===== config.mk =====
export PLATFORM = sky130hd
export DESIGN_NAME = supply_reset_sleep_supervisor
export DESIGN_NICKNAME = d
export VERILOG_FILES = /design/src/rtl/supervisor_pkg.sv /design/src/rtl/supply_reset_sleep_supervisor.sv
export SDC_FILE = /design/constraint.sdc
export NUM_CORES = 1
export LEC_CHECK = 0
export ABC_AREA = 1
export BUFFER_PORTS_ARGS = -buffer_cell sky130_fd_sc_hd__buf_2
export CORE_AREA = 3 3 93 95
export DETAILED_ROUTE_END_ITERATION = 8
export DIE_AREA = 0 0 96 98
export PLACE_DENSITY = 0.85
export SLEW_MARGIN = 20
export SYNTH_ARGS = -nofsm -noshare
export SYNTH_HDL_FRONTEND = slang
export SYNTH_SLANG_ARGS = --single-unit
export TNS_END_PERCENT = 50

===== constraint.sdc =====
create_clock -name aclk -period 2.05 [get_ports aclk]
set_clock_uncertainty 0.05 [all_clocks]
set_input_delay 0.205 -clock aclk [delete_from_list [all_inputs] [get_ports aclk]]
set_output_delay 0.205 -clock aclk [all_outputs]
set_load 0.01 [all_outputs]

===== src/rtl/supervisor_pkg.sv =====
// supervisor_pkg: register map, field positions, reset values and timing
// assumes a 10 MHz system clock and a 32-bit AXI4-Lite register bus
package supervisor_pkg;
    // register byte offsets
    localparam logic [7:0] DIAG_OFFSET     = 8'h00;
    localparam logic [7:0] CTRL_OFFSET     = 8'h04;
    localparam logic [7:0] STATE_OFFSET    = 8'h08;
    localparam logic [7:0] IRQ_STAT_OFFSET = 8'h0C;
    localparam logic [7:0] IRQ_CLR_OFFSET  = 8'h10;
    localparam logic [7:0] IRQ_EN_OFFSET   = 8'h14;
    localparam logic [7:0] VERSION_OFFSET  = 8'h18;
    // diagnosis fields; interrupt status adds the watchdog bit on top
    localparam int DIAG_RST_BIT  = 0;
    localparam int DIAG_UV_BIT   = 1;
    localparam int DIAG_PUMP_UNDERVOLTAGE_FLAG_BIT = 3;
    localparam int DIAG_CPW_BIT  = 4;
    localparam int DIAG_WIDTH    = 5;
    localparam int IRQ_WD_BIT    = 5;
    localparam int IRQ_WIDTH     = 6;
    localparam int CTRL_CLOCK_WATCHDOG_ENABLE_BIT = 0;
    // live state register fields
    localparam int ST_RESET_BIT  = 0;
    localparam int ST_SLEEP_BIT  = 1;
    localparam int ST_WD_BIT     = 2;
    localparam int ST_STAGE_BIT  = 3;
    // reset values
    localparam logic [DIAG_WIDTH-1:0] DIAG_RESET   = 5'h00;
    localparam logic [IRQ_WIDTH-1:0]  IRQ_RESET    = 6'h00;
    localparam logic                  CLOCK_WATCHDOG_ENABLE_RESET   = 1'b0;
    // timing
    localparam int CLK_PERIOD_NS    = 100;
    localparam int POR_PIN_TIME_NS  = 100000;
    localparam int POR_PIN_CYCLES   = POR_PIN_TIME_NS / CLK_PERIOD_NS;
    localparam int POR_UV_CYCLES    = 65536;
    localparam int CNT_W            = 17;
    // bus responses
    localparam logic [1:0] RESP_OKAY   = 2'h0;
    localparam logic [1:0] RESP_SLVERR = 2'h2;
    typedef enum logic [2:0] {
        ST_SLEEP, ST_HELD, ST_POR, ST_ACTIVE, ST_WDTRIP
    } sup_state_t;
endpackage


===== src/rtl/supply_reset_sleep_supervisor.sv =====
// supply_reset_sleep_supervisor: reset, sleep, watchdog and diagnosis flags
// assumes supply monitor and fault inputs already synchronous to aclk
`timescale 1ns/1ns
module supply_reset_sleep_supervisor
    import supervisor_pkg::*;
#(
    parameter int          POR_UV_LEN = POR_UV_CYCLES,
    parameter logic [31:0] VERSION_ID = 32'h0000_0A51 // arbitrary value
) (
    input  wire logic        aclk,
    input  wire logic        aresetn,
    input  wire logic        ce,
    input  wire logic [7:0]  awaddr,
    input  wire logic        awvalid,
    output logic             awready,
    input  wire logic [31:0] wdata,
    input  wire logic [3:0]  wstrb,
    input  wire logic        wvalid,
    output logic             wready,
    output logic [1:0]       bresp,
    output logic             bvalid,
    input  wire logic        bready,
    input  wire logic [7:0]  araddr,
    input  wire logic        arvalid,
    output logic             arready,
    output logic [31:0]      rdata,
    output logic [1:0]       rresp,
    output logic             rvalid,
    input  wire logic        rready,
    input  wire logic        logic_supply_ok,
    input  wire logic        analog_supply_ok,
    input  wire logic        reference_supply_ok,
    input  wire logic        interface_supply_ok,
    input  wire logic        reset_input_low,
    input  wire logic        clock_missing,
    input  wire logic [1:0]  load_supply_uv,
    input  wire logic        pump_uv,
    input  wire logic        pump_warn,
    output logic             internal_reset,
    output logic             sleep_mode,
    output logic             watchdog_fault,
    output logic [1:0]       stage_enable,
    output logic             fault_output_low_o,
    output logic             fault_output_low_oe,
    output logic             irq
);
    sup_state_t            state_ff, nxt_state;
    logic [CNT_W-1:0]      cnt_ff, nxt_cnt, por_limit;
    logic                  uv_cause_ff, nxt_uv_cause;
    logic                  clock_watchdog_enable_ff, nxt_clock_watchdog_enable;
    logic [DIAG_WIDTH-1:0] diag_ff, nxt_diag, diag_set;
    logic [IRQ_WIDTH-1:0]  irq_stat_ff, nxt_irq_stat, irq_en_ff, nxt_irq_en;
    logic                  aw_have_ff, nxt_aw_have, w_have_ff, nxt_w_have;
    logic [7:0]            awaddr_ff, nxt_awaddr;
    logic [7:0]            wbyte_ff, nxt_wbyte;
    logic                  wlane_ff, nxt_wlane;
    logic                  bvalid_ff, nxt_bvalid, rvalid_ff, nxt_rvalid;
    logic [1:0]            bresp_ff, nxt_bresp, rresp_ff, nxt_rresp;
    logic [31:0]           rdata_ff, nxt_rdata;
    logic                  supply_bad, active, entering_active, do_write, wr_ok, ar_hs;
    logic                  diag_access, wr_ctrl, wr_clr, wr_en;

    // address decode shared by read and write paths
    function automatic logic addr_mapped(input logic [7:0] a);
        case (a)
            DIAG_OFFSET, CTRL_OFFSET, STATE_OFFSET, IRQ_STAT_OFFSET,
            IRQ_CLR_OFFSET, IRQ_EN_OFFSET, VERSION_OFFSET: addr_mapped = 1'b1;
            default: addr_mapped = 1'b0;
        endcase
    endfunction

    // supply and state decode
    assign supply_bad = !(logic_supply_ok && analog_supply_ok && reference_supply_ok);
    assign active     = (state_ff == ST_ACTIVE);
    assign entering_active = !active && (nxt_state == ST_ACTIVE);
    assign por_limit  = uv_cause_ff ? CNT_W'(POR_UV_LEN - 1) : CNT_W'(POR_PIN_CYCLES - 1);

    // reset sequencer
    always_comb begin
        nxt_state    = state_ff;
        nxt_cnt      = cnt_ff;
        nxt_uv_cause = uv_cause_ff;
        case (state_ff)
            ST_SLEEP: begin
                nxt_uv_cause = 1'b1;
                nxt_state    = ST_POR;
                nxt_cnt      = '0;
            end
            ST_HELD: begin
                // timer begins on the first clock after pin release
                nxt_state = ST_POR;
                nxt_cnt   = '0;
            end
            ST_POR: begin
                // release only once the full interval has run
                if (cnt_ff == por_limit) begin
                    nxt_state    = ST_ACTIVE;
                    nxt_uv_cause = 1'b0;
                end else begin
                    nxt_cnt = cnt_ff + CNT_W'(1);
                end
            end
            ST_ACTIVE: begin
                if (clock_watchdog_enable_ff && clock_missing) begin
                    nxt_state = ST_WDTRIP;
                end
            end
            ST_WDTRIP: nxt_state = ST_WDTRIP;
            default:   nxt_state = ST_SLEEP;
        endcase
        // supply loss forces sleep, leaves by itself
        if (supply_bad) begin
            nxt_state    = ST_SLEEP;
            nxt_uv_cause = 1'b1;
        end else if (!reset_input_low) begin
            nxt_state = ST_HELD;
            if (state_ff != ST_SLEEP) begin
                nxt_uv_cause = 1'b0;
            end
        end
    end

    always_ff @(posedge aclk) begin
        if (!aresetn) begin
            state_ff    <= ST_SLEEP;
            cnt_ff      <= '0;
            uv_cause_ff <= 1'b1;
        end else if (ce) begin
            state_ff    <= nxt_state;
            cnt_ff      <= nxt_cnt;
            uv_cause_ff <= nxt_uv_cause;
        end
    end

    // bus handshakes; writes only take effect outside reset
    assign awready  = ce && !aw_have_ff && !bvalid_ff;
    assign wready   = ce && !w_have_ff && !bvalid_ff;
    assign arready  = ce && !rvalid_ff;
    assign ar_hs    = arvalid && arready;
    assign do_write = aw_have_ff && w_have_ff && !bvalid_ff;
    // register access refused until the interval is over
    assign wr_ok    = do_write && active && addr_mapped(awaddr_ff);
    assign wr_ctrl  = wr_ok && wlane_ff && (awaddr_ff == CTRL_OFFSET);
    assign wr_clr   = wr_ok && wlane_ff && (awaddr_ff == IRQ_CLR_OFFSET);
    assign wr_en    = wr_ok && wlane_ff && (awaddr_ff == IRQ_EN_OFFSET);
    // write of the diagnosis word, or a read with interface supply present, counts as access
    assign diag_access = (wr_ok && awaddr_ff == DIAG_OFFSET)
                      || (ar_hs && active && interface_supply_ok
                          && araddr == DIAG_OFFSET);

    // write channel
    always_comb begin
        nxt_aw_have = aw_have_ff;
        nxt_awaddr  = awaddr_ff;
        nxt_w_have  = w_have_ff;
        nxt_wbyte   = wbyte_ff;
        nxt_wlane   = wlane_ff;
        nxt_bvalid  = bvalid_ff;
        nxt_bresp   = bresp_ff;
        if (awvalid && awready) begin
            nxt_aw_have = 1'b1;
            nxt_awaddr  = awaddr;
        end
        if (wvalid && wready) begin
            nxt_w_have = 1'b1;
            nxt_wbyte  = wdata[7:0];
            nxt_wlane  = wstrb[0];
        end
        if (do_write) begin
            nxt_aw_have = 1'b0;
            nxt_w_have  = 1'b0;
            nxt_bvalid  = 1'b1;
            nxt_bresp   = wr_ok ? RESP_OKAY : RESP_SLVERR;
        end
        if (bvalid_ff && bready) begin
            nxt_bvalid = 1'b0;
        end
    end

    // read channel, answer one cycle after the address is taken
    always_comb begin
        nxt_rvalid = rvalid_ff;
        nxt_rdata  = rdata_ff;
        nxt_rresp  = rresp_ff;
        if (rvalid_ff && rready) begin
            nxt_rvalid = 1'b0;
        end
        if (ar_hs) begin
            nxt_rvalid = 1'b1;
            nxt_rdata  = '0;
            nxt_rresp  = RESP_OKAY;
            if (state_ff == ST_WDTRIP) begin
                // tripped watchdog answers with the version word
                nxt_rdata = VERSION_ID;
            end else if (!active || !addr_mapped(araddr)) begin
                nxt_rresp = RESP_SLVERR;
            end else if (!interface_supply_ok) begin
                // missing interface supply reads as zero
                nxt_rdata = '0;
            end else begin
                case (araddr)
                    DIAG_OFFSET:     nxt_rdata[DIAG_WIDTH-1:0] = diag_ff;
                    CTRL_OFFSET:     nxt_rdata[CTRL_CLOCK_WATCHDOG_ENABLE_BIT]  = clock_watchdog_enable_ff;
                    STATE_OFFSET: begin
                        nxt_rdata[ST_RESET_BIT] = internal_reset;
                        nxt_rdata[ST_SLEEP_BIT] = sleep_mode;
                        nxt_rdata[ST_WD_BIT]    = watchdog_fault;
                        nxt_rdata[ST_STAGE_BIT+:2] = stage_enable;
                    end
                    IRQ_STAT_OFFSET: nxt_rdata[IRQ_WIDTH-1:0] = irq_stat_ff;
                    IRQ_EN_OFFSET:   nxt_rdata[IRQ_WIDTH-1:0] = irq_en_ff;
                    VERSION_OFFSET:  nxt_rdata = VERSION_ID;
                    default:         nxt_rdata = '0;
                endcase
            end
        end
    end

    always_ff @(posedge aclk) begin
        if (!aresetn) begin
            aw_have_ff <= 1'b0;
            awaddr_ff  <= 8'h00;
            w_have_ff  <= 1'b0;
            wbyte_ff   <= 8'h00;
            wlane_ff   <= 1'b0;
            bvalid_ff  <= 1'b0;
            bresp_ff   <= RESP_OKAY;
            rvalid_ff  <= 1'b0;
            rdata_ff   <= 32'h0000_0000;
            rresp_ff   <= RESP_OKAY;
        end else if (ce) begin
            aw_have_ff <= nxt_aw_have;
            awaddr_ff  <= nxt_awaddr;
            w_have_ff  <= nxt_w_have;
            wbyte_ff   <= nxt_wbyte;
            wlane_ff   <= nxt_wlane;
            bvalid_ff  <= nxt_bvalid;
            bresp_ff   <= nxt_bresp;
            rvalid_ff  <= nxt_rvalid;
            rdata_ff   <= nxt_rdata;
            rresp_ff   <= nxt_rresp;
        end
    end

    // diagnosis flags, watchdog enable and interrupt registers
    always_comb begin
        diag_set = '0;
        diag_set[DIAG_RST_BIT] = entering_active;
        diag_set[DIAG_UV_BIT+:2]  = active ? load_supply_uv : 2'h0;
        diag_set[DIAG_PUMP_UNDERVOLTAGE_FLAG_BIT]   = active && pump_uv;
        diag_set[DIAG_CPW_BIT]    = active && pump_warn;
        // access clears, but a new event wins
        nxt_diag = (diag_ff & ~{DIAG_WIDTH{diag_access}}) | diag_set;
        if (!active && !entering_active) begin
            nxt_diag = DIAG_RESET;
        end
        nxt_clock_watchdog_enable = wr_ctrl ? wbyte_ff[CTRL_CLOCK_WATCHDOG_ENABLE_BIT] : clock_watchdog_enable_ff;
        if (state_ff == ST_SLEEP || state_ff == ST_HELD) begin
            nxt_clock_watchdog_enable = CLOCK_WATCHDOG_ENABLE_RESET;
        end
        nxt_irq_en   = wr_en ? wbyte_ff[IRQ_WIDTH-1:0] : irq_en_ff;
        nxt_irq_stat = irq_stat_ff & ~(wr_clr ? wbyte_ff[IRQ_WIDTH-1:0] : IRQ_RESET);
        nxt_irq_stat = nxt_irq_stat | {1'b0, diag_set};
        nxt_irq_stat[IRQ_WD_BIT] = nxt_irq_stat[IRQ_WD_BIT]
                                || (active && nxt_state == ST_WDTRIP);
    end

    always_ff @(posedge aclk) begin
        if (!aresetn) begin
            diag_ff     <= DIAG_RESET;
            clock_watchdog_enable_ff     <= CLOCK_WATCHDOG_ENABLE_RESET;
            irq_en_ff   <= IRQ_RESET;
            irq_stat_ff <= IRQ_RESET;
        end else if (ce) begin
            diag_ff     <= nxt_diag;
            clock_watchdog_enable_ff     <= nxt_clock_watchdog_enable;
            irq_en_ff   <= nxt_irq_en;
            irq_stat_ff <= nxt_irq_stat;
        end
    end

    // outputs
    assign internal_reset = !active;
    assign sleep_mode     = (state_ff == ST_SLEEP);
    assign watchdog_fault = (state_ff == ST_WDTRIP);
    assign stage_enable   = (active && clock_watchdog_enable_ff && !pump_uv) ? ~load_supply_uv : 2'h0;
    // fault pin pulled low on flagged fault or reset
    assign fault_output_low_o  = 1'b0;
    assign fault_output_low_oe = internal_reset || (|diag_ff[DIAG_WIDTH-1:DIAG_UV_BIT]);
    assign irq    = |(irq_stat_ff & irq_en_ff);
    assign bvalid = bvalid_ff;
    assign bresp  = bresp_ff;
    assign rvalid = rvalid_ff;
    assign rdata  = rdata_ff;
    assign rresp  = rresp_ff;
endmodule


==> impl_metrics.toml, run 1 <==
[worst_setup_path]
worst-setup-path-type = "flip-flop to flip-flop"
worst-path-stages = 11
rrSetupSlack_ns = 0.08
start_kind = "flip-flop"
path_cells = "ha_1, nand2_1, inv_1, nand3_2, nor2_2, nand3_2, nand2_4, nor2_8, inv_8, o21ai_0, nor2_1"
cp_num_buf_inv = 2
cp_slowest_cell = "dfxtp_1"
worstReg2RegEnd = "cnt_ff[1]"
crit_fanout = 19
critPathTopFamily = "simple AND/OR/NAND/NOR gates"
max_stage_delay_ns = 0.35
endpoint_kind = "flip-flop"
critPathMostFrequentCell = "nand3_2"
worstPathRequired_ns = 2.23
r2r-start = "cnt_ff[0]"
r2r_cells = 11
crit_arrival_ns = 2.15

[global_routing]
grt_pass1_vias = 3689
antenna_found_initial = 0
grt_start_max_net_pins = 28
overflow = 0
grt_pass1_wl_um = 16500
groute.usage.overall_pct = 21.5

[final_layout]
area_growth_pct = 12.9
antenna_cells = 0
final_common_cell = "nand2_1"
final_cell_mix = "nand2_1 (139), nor2_1 (79), dfxtp_1 (67)"
fillers = 767
drive_above_1_share_pct = 18.9
fin_area_um2 = 4460
final_cells = 759
nets = 723

[synthesis]
synth_top_cell_by_area = "dfxtp_1"
netlist.area_leader.share_pct = 33.9
synthesis.area_um2 = 3950
synthDistinctLibCells = 44
post_synth.cell_area_avg_um2 = 6.72
synthCells = 588
async_flop_share_pct = 0
synth_seq_cells = 67
synth-main-ff-cell = "dfxtp_1"
synth.area.top_cells = "dfxtp_1 (34%), nand2_1 (13%), nor2_1 (7.5%)"
yosys_warnings = 0
synth-seq-area-share_pct = 33.9
synth-edff-count = 0

[floorplanning]
die-height_um = 98
die_w_um = 96
std_cell_rows = 32
core_um2 = 7810
start_util_pct = 50.6
die_area_um2 = 9410
ios = 119

[route]
met2_length_um = 4650
highest_layer = "met4"
viasPerCell = 5.19
vias = 3941
wl_um = 9580
drc_errors = 0
postRouteAntennaNets = 0
first_pass_iters = 5
wl_per_cell_um = 12.6
m1WireLength_um = 4180
wl_met3_um = 564
dr.first_iter.drc_count = 242

[timing]
fin_crit_sh_pct = 96.2
rsz0062_at_grt = "yes"
fmax_ghz = 0.507
setup_slack_ns = 0.0783
finalCriticalPeriod_ns = 1.97
slew_violations = 0
setup_viol_count_final = 0
finalHoldViolations = 0

[flow_run]
drv_cap = 0

[worst_hold_path]
hp-class = "input pin to flip-flop"
hold_path_depth = 3
hold_start = "wdata[1]"
whs_endpoint = "wbyte_ff[1]"

[clocking]
cts_buffers = 9
clk_latency_ns = 0.35
cts_sinks = 67
cts_tree = "yes"
clockBufferDepth = 2
cts_root_buffer = "clkbuf_8"
cts_max_level = 3
cts_setup_buffers = 0
path_clk_slew_ns = 0.07
postCtsHoldBufs = 0

[power_and_ir_drop]
p_leak_nw = 1.91
total_power_w = 0.00291
vdd_drop_max_uv = 416
power.density_nw_per_um2 = 652

[status]
outcome = "finished clean"

[placement]
dpl-instance-area_um2 = 4250
placedCellCount = 743
io_buffers = 63
place_congestion = 0.940
dp_hpwl_um = 7320
detailedPlace.worstSlack_ns = 0.129
layer usage:
layer,GRT usage [%],vias up
met5,0,-
met4,8.86,0
met3,3.24,18
met2,35.7,151
met1,27.5,1792
li1,-,1980
worst reg2reg max path, cell delays in order (launching register included):
cell and delay (ns):
dfxtp_1 0.35, ha_1 0.26, nand2_1 0.12, inv_1 0.09
nand3_2 0.08, nor2_2 0.04, nand3_2 0.10, nand2_4 0.08
nor2_8 0.29, inv_8 0.13, o21ai_0 0.22, nor2_1 0.07
flip-flops by register name, summed over array words and instances, names as in the netlist:
register and flops:
irq_en_ff 6, bvalid 1, cnt_ff 17, w_have_ff 1, rvalid 1, diag_ff 5
rdata 7, rresp 1, state_ff 3, clock_watchdog_enable_ff 1, wbyte_ff 6, aw_have_ff 1
bresp 1, irq_stat_ff 6, awaddr_ff 8, uv_cause_ff 1, wlane_ff 1
metrics by stage:
step | hold WS [ns] | TNS, ns | utilization, %
2_1_floorplan | 0.318 | 0 | -
3_3_place_gp | 0.389 | 0 | 54.4
3_5_place_dp | 0.396 | 0 | 54.4
4_1_cts | 0.0555 | 0 | 57.1
5_1_grt | 0.0709 | -0.0424 | 57.2
6_report | 0.0619 | 0 | 57.2
logic make-up after synthesis:
group	share of synthesized area, %
AOI/OAI and AO/OA	15.6
xor gates and xnor gates	2.66
adders and majority gates	0.317
buffers and inverters	13.5
DFF	33.9
other	0.0949
and+or+nand+nor	33.9
final cells by class:
type / count / area [um^2] / area share [%]
well taps: 102 / 128 / 2.86
repair buffers: 70 / 368 / 8.24
inverters: 61 / 239 / 5.35
clock inverters: 7 / 92.6 / 2.07
flip-flops and latches: 67 / 1340 / 30.0
multi-input cells: 443 / 2170 / 48.7
clock buffers: 9 / 124 / 2.77
cells in the mapped netlist, types with 11 or more instances:
cell type / instances
nand2_1: 140
nor2_1: 79
dfxtp_1: 67
inv_1: 56
a21oi_1: 48
o21ai_0: 34
buf_4: 28
nand3_1: 23
nand4_1: 12
a21oi_2: 11
nor3_1: 11
xor2_1: 11
what timing repair did:
action,4_1_cts,5_1_grt
gates resized for setup,0,1
setup endpoints to repair,0,5
endpoints found under the hold margin,0,0
report_power, final:
group / total, W / switching [W] / internal (W)
combinational: 0.000337 / 0.000226 / 0.000111
sequential: 0.00137 / 0.0000285 / 0.00134
clock: 0.00121 / 0.000528 / 0.000679
worst max-delay path by stage:
| stage | slack, ns | start | endpoint |
|---|---|---|---|
| after detailed placement | 0.13 | cnt_ff[0] | cnt_ff[1] |
| after CTS | 0.12 | cnt_ff[0] | cnt_ff[1] |
| after global placement | 0.25 | cnt_ff[0] | cnt_ff[1] |
| final | 0.08 | cnt_ff[0] | cnt_ff[1] |
| after floorplan | 0.42 | cnt_ff[0] | cnt_ff[9] |
| after global routing | -0.03 | cnt_ff[0] | cnt_ff[1] |
Power figures use the tool's default switching activity.
==> inputs of run 2 (changes only) <==
Settings changed: ABC_AREA 1 to unset, CORE_AREA 3 3 93 95 to 3 3 88 90, DIE_AREA 0 0 96 98 to 0 0 91 93, PLACE_DENSITY 0.85 to 0.86.
==> impl_metrics.toml, run 2 <==
[global_routing]
grt_pass1_wl_um = 15000
grt_start_max_net_pins = 32
grt_pass1_vias = 3173
groute.usage.overall_pct = 21.7
antenna_found_initial = 0
overflow = 0

[synthesis]
synth.most_common_cell = "nand2_1"
synthDistinctLibCells = 59
synth-main-ff-cell = "dfxtp_1"
synthCells = 436
synthTopCellsByCount = "nand2_1 (69), dfxtp_1 (67), a21oi_1 (42), nor2_1 (30), buf_4 (28)"
synth_seq_cells = 67
yosys_warnings = 0
synth_top_cell_by_area = "dfxtp_1"
synth-edff-count = 0
post_synth.cell_area_avg_um2 = 8.02
synthesis.area_um2 = 3500
netlist.area_leader.share_pct = 38.3
async_flop_share_pct = 0
synth.area.top_cells = "dfxtp_1 (38%), nand2_1 (7.4%), a21oi_1 (6.0%)"
synth-seq-area-share_pct = 38.3

[worst_setup_path]
max_stage_delay_ns = 0.55
cp_slowest_cell = "or4b_4"
start_kind = "flip-flop"
worstPathRequired_ns = 2.27
worst-setup-path-type = "flip-flop to flip-flop"
endpoint_kind = "flip-flop"
critPathTopFamily = "simple AND/OR/NAND/NOR gates"
crit_fanout = 6
cp_num_buf_inv = 0
path_cells = "or4_4, or4b_4, nor3b_4, nand2_4, mux2i_2"
crit_arrival_ns = 2.35

[floorplanning]
start_util_pct = 49.0
ios = 119
std_cell_rows = 31
die_w_um = 91
die-height_um = 93
die_area_um2 = 8460
core_um2 = 7140

[placement]
io_buffers = 63
dp_hpwl_um = 6480
place_congestion = 0.862
detailedPlace.worstSlack_ns = -0.0399
dpl-instance-area_um2 = 3860

[clocking]
clk_latency_ns = 0.35
cts_root_buffer = "clkbuf_8"
cts_max_level = 3
clockBufferDepth = 2
cts_sinks = 67
path_clk_slew_ns = 0.09
cts_tree = "yes"
cts_buffers = 9
postCtsHoldBufs = 0

[final_layout]
area_growth_pct = 17.9
final_common_cell = "nand2_1"
largest_register = "cnt_ff"
fin_area_um2 = 4120
drive_above_1_share_pct = 22.8
final_cell_mix = "nand2_1 (69), dfxtp_1 (66), buf_2 (63)"
fin_util_pct = 57.8
nets = 575
antenna_cells = 0
largest_reg_flops = 17

[power_and_ir_drop]
power.density_nw_per_um2 = 667
p_int_w = 0.00200
p_switching_w = 0.000746
seqPwrFrac_pct = 49.2
sw_frac_of_total_pct = 27.2
vdd_drop_max_uv = 608
pwr-share-comb_pct = 9.4
p_leak_nw = 1.63
pwr-share-clk_pct = 41.5

[timing]
finalHoldViolations = 0
setup_slack_ns = -0.0766
finalCriticalPeriod_ns = 2.13
fmax_ghz = 0.470
fin_crit_sh_pct = 104
relSlewSlack_pct = 65.2
worst_slew_pin_slew_ns = 0.517
slew_violations = 0
setup_viol_count_final = 7
hold_slack_ns = 0.0295
rsz0062_at_grt = "yes"
tns_ns = -0.139

[route]
first_pass_iters = 5
postRouteAntennaNets = 0
vias = 3484
drc_errors = 0
wl_um = 9230
viasPerCell = 5.73
dr.first_iter.drc_count = 258
wl_per_cell_um = 15.2

[status]
violations = "negative setup slack"
outcome = "complete, but fails checks"

[flow_run]
drv_cap = 0

[worst_hold_path]
hp-class = "input pin to flip-flop"
run 2: cell count changes after synthesis, sizes merged, moves of 15 or more:
| cell | change |
|---|---|
| nand2 | -80 |
| nor2 | -54 |
| a21oi | -17 |
| mux2i | +15 |
| inv | -56 |
| o21ai | -18 |
run 2: worst min-delay path, stage by stage:
cell and delay, ns:
buf_2 0.07, mux2i_1 0.05, nor2_1 0.07
run 2: stage by stage:
step	std cells	power, W
6_report	608	0.00275
5_1_grt	608	0.00285
4_1_cts	607	0.00275
3_5_place_dp	591	0.00163
3_3_place_gp	591	0.00162
2_1_floorplan	461	0.00157
run 2: layout make-up:
type	count	area, um^2
clock buffers	9	124
clock inverters	7	81.3
fillers	627	3010
inverters	4	15.0
multi-input cells	340	1970
flip-flops and latches	67	1340
well taps	99	124
repair buffers	82	470
run 2: final timing paths:
check / end / cells past startpoint / slack [ns] / startpoint
min reg2reg: rresp[1] / 2 / 0.41 / rresp[1]
max: irq_en_ff[1] / 5 / -0.08 / awaddr_ff[5]
max reg2reg: irq_en_ff[1] / 5 / -0.08 / awaddr_ff[5]
min: wbyte_ff[1] / 3 / 0.03 / wdata[1]
run 2: logic make-up after synthesis:
| group | synth area share (%) |
|---|---|
| AO/OA/AOI/OAI | 18.6 |
| adder cells (fa/ha/maj) | 0.358 |
| buffers and inverters | 9.08 |
| flip-flops | 38.3 |
| multiplexers | 4.61 |
| other | 0.107 |
| AND/OR/NAND/NOR | 28.9 |
run 2: layer usage:
metal  wire length (um)  global-route usage [%]
met1               3960                    27.6
met2               4310                    35.6
met3                685                    4.26
met4                272                    9.67
met5                  0                       0
run 2: power by group through the flow:
stage	Sequential [W]	Combinational [W]	Clock, W
after floorplan	0.00138	0.000194	0
after global placement	0.00138	0.000243	0
after detailed placement	0.00138	0.000249	0
after CTS	0.00135	0.000253	0.00115
after global routing	0.00136	0.000285	0.00121
final	0.00135	0.000258	0.00114
run 2: repair_timing:
item                       4_1_cts  5_1_grt
setup endpoints to repair        7       15
buffers inserted                 0        1
hold endpoints to repair         0        0
pin swaps                        1        4
resized for setup                5        4
